### config.mk
export PLATFORM = sky130hd
export DESIGN_NAME = cmbc_top
export DESIGN_NICKNAME = d
export VERILOG_FILES = /design/src/logic/cmbc_pkg.sv /design/src/logic/cmbc_top.sv
export VERILOG_INCLUDE_DIRS = /design/src /design/src/logic
export SDC_FILE = /design/constraint.sdc
export NUM_CORES = 1
export LEC_CHECK = 0
export BUFFER_PORTS_ARGS = -buffer_cell sky130_fd_sc_hd__buf_2
export CORE_AREA = 2 2 146 148
export CTS_CLUSTER_SIZE = 12
export DETAILED_ROUTE_END_ITERATION = 16
export DIE_AREA = 0 0 148 150
export PLACE_DENSITY_LB_ADDON = 0.15
export SYNTH_ARGS = -nofsm -noshare
export SYNTH_HDL_FRONTEND = slang
export SYNTH_SLANG_ARGS = --single-unit
### constraint.sdc
create_clock -name CLOCK -period 24.6 [get_ports CLOCK]
set_clock_uncertainty 0.05 [all_clocks]
set_input_delay 1.23 -clock CLOCK [delete_from_list [all_inputs] [get_ports CLOCK]]
set_output_delay 1.23 -clock CLOCK [all_outputs]
set_load 0.02 [all_outputs]
### src/logic/cmbc_cfg.svh
/*
 * cmbc_cfg.svh: register offsets, field positions and reset values of the
 * message-buffer control block. Assumes inclusion by bare name, once or more.
 */
`ifndef CMBC_CFG_SVH
`define CMBC_CFG_SVH

`define CMBC_OFS_MASK_EXT_ID 8'h00
`define CMBC_OFS_RX_FULL_LO 8'h04
`define CMBC_OFS_RX_FULL_HI 8'h08
`define CMBC_OFS_RX_OVF_LO 8'h0C
`define CMBC_OFS_RX_OVF_HI 8'h10
`define CMBC_OFS_PAIR_CTL0 8'h20

`define CMBC_RST_FLAGS 16'h0000
`define CMBC_RST_MASK 16'h0000
`define CMBC_RST_CTL 8'h00

`define CMBC_CTL_DIR 7
`define CMBC_CTL_ABT 6
`define CMBC_CTL_ARB 5
`define CMBC_CTL_ERR 4
`define CMBC_CTL_REQ 3
`define CMBC_CTL_AUTO_REMOTE_REPLY_ENABLE 2

`define CMBC_RESP_OKAY 2'h0
`define CMBC_RESP_SLVERR 2'h2

`endif

### src/logic/cmbc_pkg.sv
/*
 * cmbc_pkg: types of the message-buffer control block.
 * Assumes nothing beyond a SystemVerilog compiler.
 */
package cmbc_pkg;
  typedef logic [7:0] cmbc_ctl_t;
  typedef enum logic [1:0] {
    CMBC_PRI_LOWEST,
    CMBC_PRI_LOW_MID,
    CMBC_PRI_HIGH_MID,
    CMBC_PRI_HIGHEST
  } cmbc_pri_e;
  typedef enum logic [1:0] {
    CMBC_EVT_SENT,
    CMBC_EVT_ARB_LOST,
    CMBC_EVT_BUS_ERROR,
    CMBC_EVT_ABORTED
  } cmbc_tx_evt_e;
endpackage : cmbc_pkg

### src/logic/cmbc_top.sv
/*
 * cmbc_top: CAN message-buffer control and status behind an AXI4-Lite slave,
 * plus packing of received frames into buffer-RAM words.
 * Assumes a protocol engine that reports one store, one remote frame and one
 * transmit event per cycle at most, and writes the packed words into RAM.
 */
// The address map and register access over AXI4-Lite are this design's own decisions.
`include "cmbc_cfg.svh"

module cmbc_top #(
  parameter int ADDR_W = 8,
  parameter int TX_BUFS = 8,
  parameter int RX_BUFS = 32
) (
  input wire logic CLOCK,
  input wire logic NRST,
  input wire logic [ADDR_W-1:0] AXI_AWADDR,
  input wire logic AXI_AWVALID,
  output logic AXI_AWREADY,
  input wire logic [31:0] AXI_WDATA,
  input wire logic [3:0] AXI_WSTRB,
  input wire logic AXI_WVALID,
  output logic AXI_WREADY,
  output logic [1:0] AXI_BRESP,
  output logic AXI_BVALID,
  input wire logic AXI_BREADY,
  input wire logic [ADDR_W-1:0] AXI_ARADDR,
  input wire logic AXI_ARVALID,
  output logic AXI_ARREADY,
  output logic [31:0] AXI_RDATA,
  output logic [1:0] AXI_RRESP,
  output logic AXI_RVALID,
  input wire logic AXI_RREADY,
  input wire logic [15:0] FILTER_EID_IN,
  input wire logic [15:0] MSG_EID_IN,
  output logic EID_LOW_MATCH,
  input wire logic RX_STORE_VALID,
  input wire logic [4:0] RX_STORE_BUF,
  input wire logic [4:0] RX_FILTER_HIT,
  input wire logic RX_IDE,
  input wire logic RX_SRR,
  input wire logic [10:0] RX_SID,
  input wire logic [17:0] RX_EID,
  input wire logic RX_RTR,
  input wire logic [3:0] RX_DLC,
  input wire logic RX_REMOTE_VALID,
  input wire logic [2:0] RX_REMOTE_BUF,
  output logic RAM_WR_VALID,
  output logic [4:0] RAM_WR_BUF,
  output logic [15:0] RAM_WORD_SID,
  output logic [15:0] RAM_WORD_EID,
  output logic [15:0] RAM_WORD_DLC,
  output logic [15:0] RAM_WORD_STAT,
  input wire logic TX_EVENT_VALID,
  input wire logic [2:0] TX_EVENT_BUF,
  input wire cmbc_pkg::cmbc_tx_evt_e TX_EVENT_KIND,
  output logic [TX_BUFS-1:0] TX_PENDING,
  output logic [TX_BUFS-1:0] TX_ABORT_REQ,
  output logic TX_NEXT_VALID,
  output logic [2:0] TX_NEXT_BUF,
  output cmbc_pkg::cmbc_pri_e TX_NEXT_PRI
);

  // bus slave state
  logic aw_held_q, aw_held_d, w_held_q, w_held_d, bvalid_q, bvalid_d;
  logic [ADDR_W-1:0] aw_addr_q, aw_addr_d;
  logic [31:0] w_data_q, w_data_d;
  logic [3:0] w_strb_q, w_strb_d;
  logic [1:0] bresp_q, bresp_d, rresp_q, rresp_d;
  logic rvalid_q, rvalid_d;
  logic [31:0] rdata_q, rdata_d;
  logic wr_do;
  logic [15:0] lane_mask, wr16;
  // register state
  logic [15:0] mask_q, mask_d;
  logic [RX_BUFS-1:0] full_q, full_d, ovf_q, ovf_d;
  cmbc_pkg::cmbc_ctl_t ctl_q [TX_BUFS];
  cmbc_pkg::cmbc_ctl_t ctl_d [TX_BUFS];
  logic [TX_BUFS-1:0] abort_q, abort_d;
  // engine-facing state
  logic match_q, match_d, ram_v_q, ram_v_d;
  logic [4:0] ram_buf_q, ram_buf_d;
  logic [15:0] w_sid_q, w_sid_d, w_eid_q, w_eid_d, w_dlc_q, w_dlc_d, w_stat_q, w_stat_d;
  logic nxt_v_q, nxt_v_d;
  logic [2:0] nxt_buf_q, nxt_buf_d;
  cmbc_pkg::cmbc_pri_e nxt_pri_q, nxt_pri_d;
  logic [TX_BUFS-1:0] cand;
  function automatic logic mapped(input logic [ADDR_W-1:0] a);
    mapped = (a == `CMBC_OFS_MASK_EXT_ID) || (a == `CMBC_OFS_RX_FULL_LO) ||
      (a == `CMBC_OFS_RX_FULL_HI) || (a == `CMBC_OFS_RX_OVF_LO) ||
      (a == `CMBC_OFS_RX_OVF_HI) ||
      ((a >= `CMBC_OFS_PAIR_CTL0) && (a < ADDR_W'(`CMBC_OFS_PAIR_CTL0 + 2 * TX_BUFS)) &&
      (a[1:0] == 2'h0));
  endfunction : mapped

  assign AXI_AWREADY = !aw_held_q && !bvalid_q;
  assign AXI_WREADY = !w_held_q && !bvalid_q;
  assign AXI_ARREADY = !rvalid_q;
  assign AXI_BVALID = bvalid_q;
  assign AXI_BRESP = bresp_q;
  assign AXI_RVALID = rvalid_q;
  assign AXI_RDATA = rdata_q;
  assign AXI_RRESP = rresp_q;
  assign wr_do = aw_held_q && w_held_q && !bvalid_q;
  assign lane_mask = {{8{w_strb_q[1]}}, {8{w_strb_q[0]}}};
  assign wr16 = w_data_q[15:0];

  // address and data are held separately, so either may come first
  always_comb begin
    aw_held_d = aw_held_q;
    aw_addr_d = aw_addr_q;
    w_held_d = w_held_q;
    w_data_d = w_data_q;
    w_strb_d = w_strb_q;
    bvalid_d = bvalid_q;
    bresp_d = bresp_q;
    if (AXI_AWVALID && AXI_AWREADY) begin
      aw_held_d = 1'b1;
      aw_addr_d = AXI_AWADDR;
    end
    if (AXI_WVALID && AXI_WREADY) begin
      w_held_d = 1'b1;
      w_data_d = AXI_WDATA;
      w_strb_d = AXI_WSTRB;
    end
    if (wr_do) begin
      aw_held_d = 1'b0;
      w_held_d = 1'b0;
      bvalid_d = 1'b1;
      bresp_d = mapped(aw_addr_q) ? `CMBC_RESP_OKAY : `CMBC_RESP_SLVERR;
    end else if (bvalid_q && AXI_BREADY) begin
      bvalid_d = 1'b0;
    end
  end

  always_comb begin
    rvalid_d = rvalid_q;
    rdata_d = rdata_q;
    rresp_d = rresp_q;
    if (AXI_ARVALID && AXI_ARREADY) begin
      rvalid_d = 1'b1;
      rresp_d = mapped(AXI_ARADDR) ? `CMBC_RESP_OKAY : `CMBC_RESP_SLVERR;
      rdata_d = 32'h0000_0000;
      unique case (AXI_ARADDR)
        `CMBC_OFS_MASK_EXT_ID: rdata_d[15:0] = mask_q;
        `CMBC_OFS_RX_FULL_LO: rdata_d[15:0] = full_q[15:0];
        `CMBC_OFS_RX_FULL_HI: rdata_d[15:0] = full_q[31:16];
        `CMBC_OFS_RX_OVF_LO: rdata_d[15:0] = ovf_q[15:0];
        `CMBC_OFS_RX_OVF_HI: rdata_d[15:0] = ovf_q[31:16];
        default: begin
          for (int r = 0; r < TX_BUFS / 2; r++) begin
            if (AXI_ARADDR == ADDR_W'(`CMBC_OFS_PAIR_CTL0 + 4 * r)) begin
              rdata_d[15:0] = {ctl_q[2 * r + 1], ctl_q[2 * r]};
            end
          end
        end
      endcase
    end else if (rvalid_q && AXI_RREADY) begin
      rvalid_d = 1'b0;
    end
  end

  // flags: clear by writing zero; a store in the same cycle wins
  always_comb begin
    mask_d = mask_q;
    full_d = full_q;
    ovf_d = ovf_q;
    if (wr_do) begin
      unique case (aw_addr_q)
        `CMBC_OFS_MASK_EXT_ID: mask_d = (mask_q & ~lane_mask) | (wr16 & lane_mask);
        `CMBC_OFS_RX_FULL_LO: full_d[15:0] = full_q[15:0] & (wr16 | ~lane_mask);
        `CMBC_OFS_RX_FULL_HI: full_d[31:16] = full_q[31:16] & (wr16 | ~lane_mask);
        `CMBC_OFS_RX_OVF_LO: ovf_d[15:0] = ovf_q[15:0] & (wr16 | ~lane_mask);
        `CMBC_OFS_RX_OVF_HI: ovf_d[31:16] = ovf_q[31:16] & (wr16 | ~lane_mask);
        default: ;
      endcase
    end
    if (RX_STORE_VALID) begin
      full_d[RX_STORE_BUF] = 1'b1;
      ovf_d[RX_STORE_BUF] = ovf_q[RX_STORE_BUF] | full_q[RX_STORE_BUF];
    end
  end

  for (genvar b = 0; b < TX_BUFS; b++) begin : g_buf
    logic sel;
    logic [7:0] wbyte;
    assign sel = wr_do && w_strb_q[b % 2] &&
      (aw_addr_q == ADDR_W'(`CMBC_OFS_PAIR_CTL0 + 4 * (b / 2)));
    assign wbyte = w_data_q[8 * (b % 2) +: 8];
    always_comb begin
      ctl_d[b] = ctl_q[b];
      abort_d[b] = abort_q[b];
      if (TX_EVENT_VALID && TX_EVENT_BUF == 3'(b)) begin
        unique case (TX_EVENT_KIND)
          cmbc_pkg::CMBC_EVT_SENT: begin
            ctl_d[b][`CMBC_CTL_REQ] = 1'b0;
            ctl_d[b][`CMBC_CTL_ABT] = 1'b0;
          end
          cmbc_pkg::CMBC_EVT_ARB_LOST: ctl_d[b][`CMBC_CTL_ARB] = 1'b1;
          cmbc_pkg::CMBC_EVT_BUS_ERROR: ctl_d[b][`CMBC_CTL_ERR] = 1'b1;
          cmbc_pkg::CMBC_EVT_ABORTED: begin
            ctl_d[b][`CMBC_CTL_REQ] = 1'b0;
            ctl_d[b][`CMBC_CTL_ABT] = 1'b1;
          end
        endcase
      end
      if (sel) begin
        ctl_d[b][`CMBC_CTL_DIR] = wbyte[`CMBC_CTL_DIR];
        ctl_d[b][`CMBC_CTL_AUTO_REMOTE_REPLY_ENABLE] = wbyte[`CMBC_CTL_AUTO_REMOTE_REPLY_ENABLE];
        ctl_d[b][1:0] = wbyte[1:0];
        if (wbyte[`CMBC_CTL_REQ] && !ctl_q[b][`CMBC_CTL_REQ]) begin
          ctl_d[b][`CMBC_CTL_REQ] = 1'b1;
          ctl_d[b][6:4] = 3'h0;
        end else if (!wbyte[`CMBC_CTL_REQ] && ctl_q[b][`CMBC_CTL_REQ]) begin
          abort_d[b] = 1'b1;
        end
      end
      if (RX_REMOTE_VALID && RX_REMOTE_BUF == 3'(b) && ctl_q[b][`CMBC_CTL_AUTO_REMOTE_REPLY_ENABLE] &&
          !ctl_q[b][`CMBC_CTL_REQ]) begin
        ctl_d[b][`CMBC_CTL_REQ] = 1'b1;
        ctl_d[b][6:4] = 3'h0;
      end
      // abort request only lives while the send request does
      if (!ctl_d[b][`CMBC_CTL_REQ]) begin
        abort_d[b] = 1'b0;
      end
    end
    assign cand[b] = ctl_q[b][`CMBC_CTL_REQ] && ctl_q[b][`CMBC_CTL_DIR] && !abort_q[b];
    assign TX_PENDING[b] = ctl_q[b][`CMBC_CTL_REQ] && ctl_q[b][`CMBC_CTL_DIR];
  end

  assign TX_ABORT_REQ = abort_q;

  // strictly greater wins, so equal priorities go to the lowest buffer
  always_comb begin
    nxt_v_d = 1'b0;
    nxt_buf_d = 3'h0;
    nxt_pri_d = cmbc_pkg::CMBC_PRI_LOWEST;
    for (int b = 0; b < TX_BUFS; b++) begin
      if (cand[b] && (!nxt_v_d || ctl_q[b][1:0] > nxt_pri_d)) begin
        nxt_v_d = 1'b1;
        nxt_buf_d = 3'(b);
        nxt_pri_d = cmbc_pkg::cmbc_pri_e'(ctl_q[b][1:0]);
      end
    end
  end

  // frame packing; unused and reserved bits go out as zero
  always_comb begin
    match_d = ((FILTER_EID_IN ^ MSG_EID_IN) & mask_q) == 16'h0000;
    ram_v_d = RX_STORE_VALID;
    ram_buf_d = RX_STORE_VALID ? RX_STORE_BUF : ram_buf_q;
    w_sid_d = {3'h0, RX_SID, RX_SRR, RX_IDE};
    w_eid_d = {4'h0, RX_EID[17:6]};
    w_dlc_d = {RX_EID[5:0], RX_RTR, 1'b0, 3'h0, 1'b0, RX_DLC};
    w_stat_d = {3'h0, RX_FILTER_HIT, 8'h00};
  end

  always_ff @(posedge CLOCK) begin
    if (!NRST) begin
      aw_held_q <= 1'b0;
      aw_addr_q <= '0;
      w_held_q <= 1'b0;
      w_data_q <= 32'h0000_0000;
      w_strb_q <= 4'h0;
      bvalid_q <= 1'b0;
      bresp_q <= `CMBC_RESP_OKAY;
      rvalid_q <= 1'b0;
      rdata_q <= 32'h0000_0000;
      rresp_q <= `CMBC_RESP_OKAY;
      mask_q <= `CMBC_RST_MASK;
      full_q <= '0;
      ovf_q <= '0;
      abort_q <= '0;
      for (int b = 0; b < TX_BUFS; b++) begin
        ctl_q[b] <= `CMBC_RST_CTL;
      end
      match_q <= 1'b0;
      ram_v_q <= 1'b0;
      ram_buf_q <= 5'h00;
      w_sid_q <= 16'h0000;
      w_eid_q <= 16'h0000;
      w_dlc_q <= 16'h0000;
      w_stat_q <= 16'h0000;
      nxt_v_q <= 1'b0;
      nxt_buf_q <= 3'h0;
      nxt_pri_q <= cmbc_pkg::CMBC_PRI_LOWEST;
    end else begin
      aw_held_q <= aw_held_d;
      aw_addr_q <= aw_addr_d;
      w_held_q <= w_held_d;
      w_data_q <= w_data_d;
      w_strb_q <= w_strb_d;
      bvalid_q <= bvalid_d;
      bresp_q <= bresp_d;
      rvalid_q <= rvalid_d;
      rdata_q <= rdata_d;
      rresp_q <= rresp_d;
      mask_q <= mask_d;
      full_q <= full_d;
      ovf_q <= ovf_d;
      abort_q <= abort_d;
      ctl_q <= ctl_d;
      match_q <= match_d;
      ram_v_q <= ram_v_d;
      ram_buf_q <= ram_buf_d;
      w_sid_q <= w_sid_d;
      w_eid_q <= w_eid_d;
      w_dlc_q <= w_dlc_d;
      w_stat_q <= w_stat_d;
      nxt_v_q <= nxt_v_d;
      nxt_buf_q <= nxt_buf_d;
      nxt_pri_q <= nxt_pri_d;
    end
  end
  assign EID_LOW_MATCH = match_q;
  assign RAM_WR_VALID = ram_v_q;
  assign RAM_WR_BUF = ram_buf_q;
  assign RAM_WORD_SID = w_sid_q;
  assign RAM_WORD_EID = w_eid_q;
  assign RAM_WORD_DLC = w_dlc_q;
  assign RAM_WORD_STAT = w_stat_q;
  assign TX_NEXT_VALID = nxt_v_q;
  assign TX_NEXT_BUF = nxt_buf_q;
  assign TX_NEXT_PRI = nxt_pri_q;
endmodule : cmbc_top

==> flow_summary.yaml <==
drt:
  dr.pass1.iters: 6
  wire_per_inst_um: 19.6
  vias: 11685
  routed.top_layer: "met4"
  ant_nets: 0
  route.met2.wl_um: 16500
  drtIter0Drc: 1214
  routed_wl_um: 37500
  drc: 0
  dr_wl_met3_um: 4220
  viasPerCell: 6.11
  m1WireLength_um: 14800
floorplanning:
  die_w_um: 148
  die_y_um: 150
  ioPinCount: 282
  coreArea_um2: 20700
  die-area_um2: 22200
  core.rowCount: 53
  initial_core_util: 0.568
global_routing:
  grt_pass1_vias: 10720
  antenna_found_initial: 0
  gr-total-overflow: 0
  grtUsageTotal: 0.327
  grt_max_degree: 91
  grt_pass1_wl_um: 57700
power:
  totalPowerFinal_mw: 0.895
  ir_worst_vdd_mv: 0.0500
  leakage_nw: 5.38
  powerDensity_nw_per_um2: 65.5
critical_path:
  worstPathRequired_ns: 24.97
  critPathLaunchType: "flip-flop"
  timing.rr.start: "ctl_q[59]"
  crit_path_start: "ctl_q[59]"
  critPathTopFamily: "compound AO/OA/AOI/OAI gates"
  crit_type: "reg2reg"
  crit_arrival_ns: 10.07
  worst-path-max-fanout: 9
  cpMaxStageDelayCell: "a21oi_1"
  cpMostUsedCell: "a21oi_1"
  crit_buf_inv: 0
  worstSetupEndpointType: "flip-flop"
  max_stage_delay_ns: 0.48
sta:
  fin_ws_ns: 14.91
  drv_slew: 0
  fmax_ghz: 0.103
  min_period_over_period: 0.394
  tightest_slew_ns: 1.21
  tns_ns: 0
  finalCriticalPeriod_ns: 9.69
  finalSetupViolCount: 0
  hold_viol_final: 0
  slew_headroom: 0.188
  hold_ws_ns: 0.403
  rsz0062_at_grt: "no"
clocking:
  numCtsBuffers: 27
  clkLatencyLatePin_ns: 0.54
  post_cts.resized_instances: 0
  cts_root_buf: "clkbuf_16"
  clockBufferDepth: 3
  cts_sinks: 254
  h-tree-depth: 1
  cts_tree: "yes"
  cts.clk_slew.worst_paths_ns: 0.06
  holdBufCountCts: 0
  postCtsSetupRepairBufs: 0
cells_and_area:
  design_area_um2: 13700
  syn_to_final_growth_pct: 16.2
  fin_nets: 1789
  antenna_cells: 0
  final_cell_mix: "254 x dfxtp_1, 222 x buf_2, 202 x nand2_1, 149 x a21oi_1, 106 x nand3_1"
  fin_util: 0.660
  fin_cells: 1914
  drive_gt1_frac: 0.181
  final_common_cell: "dfxtp_1"
synth:
  avgSynthCellArea_um2: 8.11
  ys_warn_count: 0
  syn_area_um2: 11800
  synth_seq_area_share: 0.433
  netlist-cell-type-count: 60
  async_flop_share: 0
  synth-edff-count: 0
  synth-seq-cells: 254
  synthCells: 1450
  synth_flop_cell: "dfxtp_1"
min_path:
  worst_hold_startpoint: "AXI_RDATA[7]"
  hp-class: "reg2reg"
placed_design:
  place_worst_setup_slack_ns: 15.00
  port_buffers: 222
  dp_hpwl_um: 25700
  place_area_um2: 12800
  gp_congestion: 0.921
  placed_cells: 1870
status:
  status: "completed"
run:
  drv_cap: 0
==> power by group <==
| part | switching (mW) | internal (mW) | total (mW) |
|---|---|---|---|
| registers | 0.0101 | 0.421 | 0.431 |
| logic | 0.0541 | 0.0240 | 0.0781 |
| clock network | 0.162 | 0.223 | 0.385 |
==> per-layer routing <==
metal,up-vias,track usage
met5,-,0
met4,0,0.157
met3,119,0.0622
met2,725,0.511
met1,5380,0.437
li1,5461,-
==> final timing paths <==
path | endpoint | slack (ns) | cells after the start
worst min register to register | AXI_RDATA[7] | 0.40 | 2
worst max-delay path | TX_NEXT_PRI[0] | 14.91 | 46
worst min-delay path | AXI_RDATA[7] | 0.40 | 2
worst max register to register | TX_NEXT_PRI[0] | 14.91 | 46
==> cells in the mapped netlist (3+ instances only) <==
master | number | area (um^2)
a211o_1 | 11 | 96.3
a211oi_1 | 11 | 82.6
a21o_1 | 3 | 22.5
a21oi_1 | 149 | 746
a21oi_2 | 8 | 70.1
a221oi_1 | 32 | 280
a22o_1 | 8 | 70.1
a22oi_1 | 33 | 248
a31oi_1 | 11 | 68.8
and2_1 | 56 | 350
and3_1 | 4 | 25.0
and3b_1 | 5 | 43.8
buf_1 | 8 | 30.0
buf_2 | 3 | 15.0
buf_4 | 41 | 308
buf_6 | 3 | 33.8
clkbuf_1 | 76 | 285
dfxtp_1 | 254 | 5080
ha_1 | 17 | 213
inv_1 | 29 | 109
mux2i_1 | 18 | 180
nand2_1 | 202 | 758
nand2b_1 | 9 | 56.3
nand3_1 | 106 | 531
nand3b_1 | 4 | 30.0
nand4_1 | 5 | 31.3
nor2_1 | 97 | 364
nor2b_1 | 13 | 81.3
nor3_1 | 59 | 295
nor3b_1 | 5 | 37.5
nor4_1 | 3 | 18.8
o21ai_0 | 41 | 205
o22ai_1 | 38 | 238
o311a_1 | 9 | 90.1
o31ai_1 | 33 | 248
xor2_1 | 16 | 140
==> worst min-delay path: cells and delay by family (launching register included) <==
kind	cells	cell delay [ns]
flip-flops	1	0.31
AND/OR/NAND/NOR	1	0.05
AO/OA/AOI/OAI	1	0.05
==> layout make-up <==
class / instances / area, um^2
clock inverter: 5 / 31.3
clock buffer: 39 / 801
timing repair buffer: 236 / 1220
fill: 1829 / 7040
inverter: 30 / 115
sequential: 254 / 5080
tap: 275 / 344
multi-input combinational: 1075 / 6060
==> cell families after synthesis <==
family          after synthesis  share of synthesized area
compound gates              402                      0.221
xor+xnor                     16                     0.0119
fa+ha+maj                    17                     0.0181
buf+inv                     161                     0.0667
flops                       254                      0.433
mux                          18                     0.0153
other cells                   1                   0.000319
simple gates                581                      0.234
==> state kept, by name (all words and copies together) (netlist names), 2 cells and up, named ones only <==
signal	cells
RAM_WORD_EID	12
RAM_WORD_SID	13
ovf_q	32
aw_addr_q	8
ctl_q	64
TX_NEXT_BUF	3
w_data_q	16
RAM_WR_BUF	5
TX_ABORT_REQ	8
TX_NEXT_PRI	2
AXI_RDATA	16
w_strb_q	2
RAM_WORD_DLC	11
full_q	32
RAM_WORD_STAT	5
(Power assumes the default switching activity.)
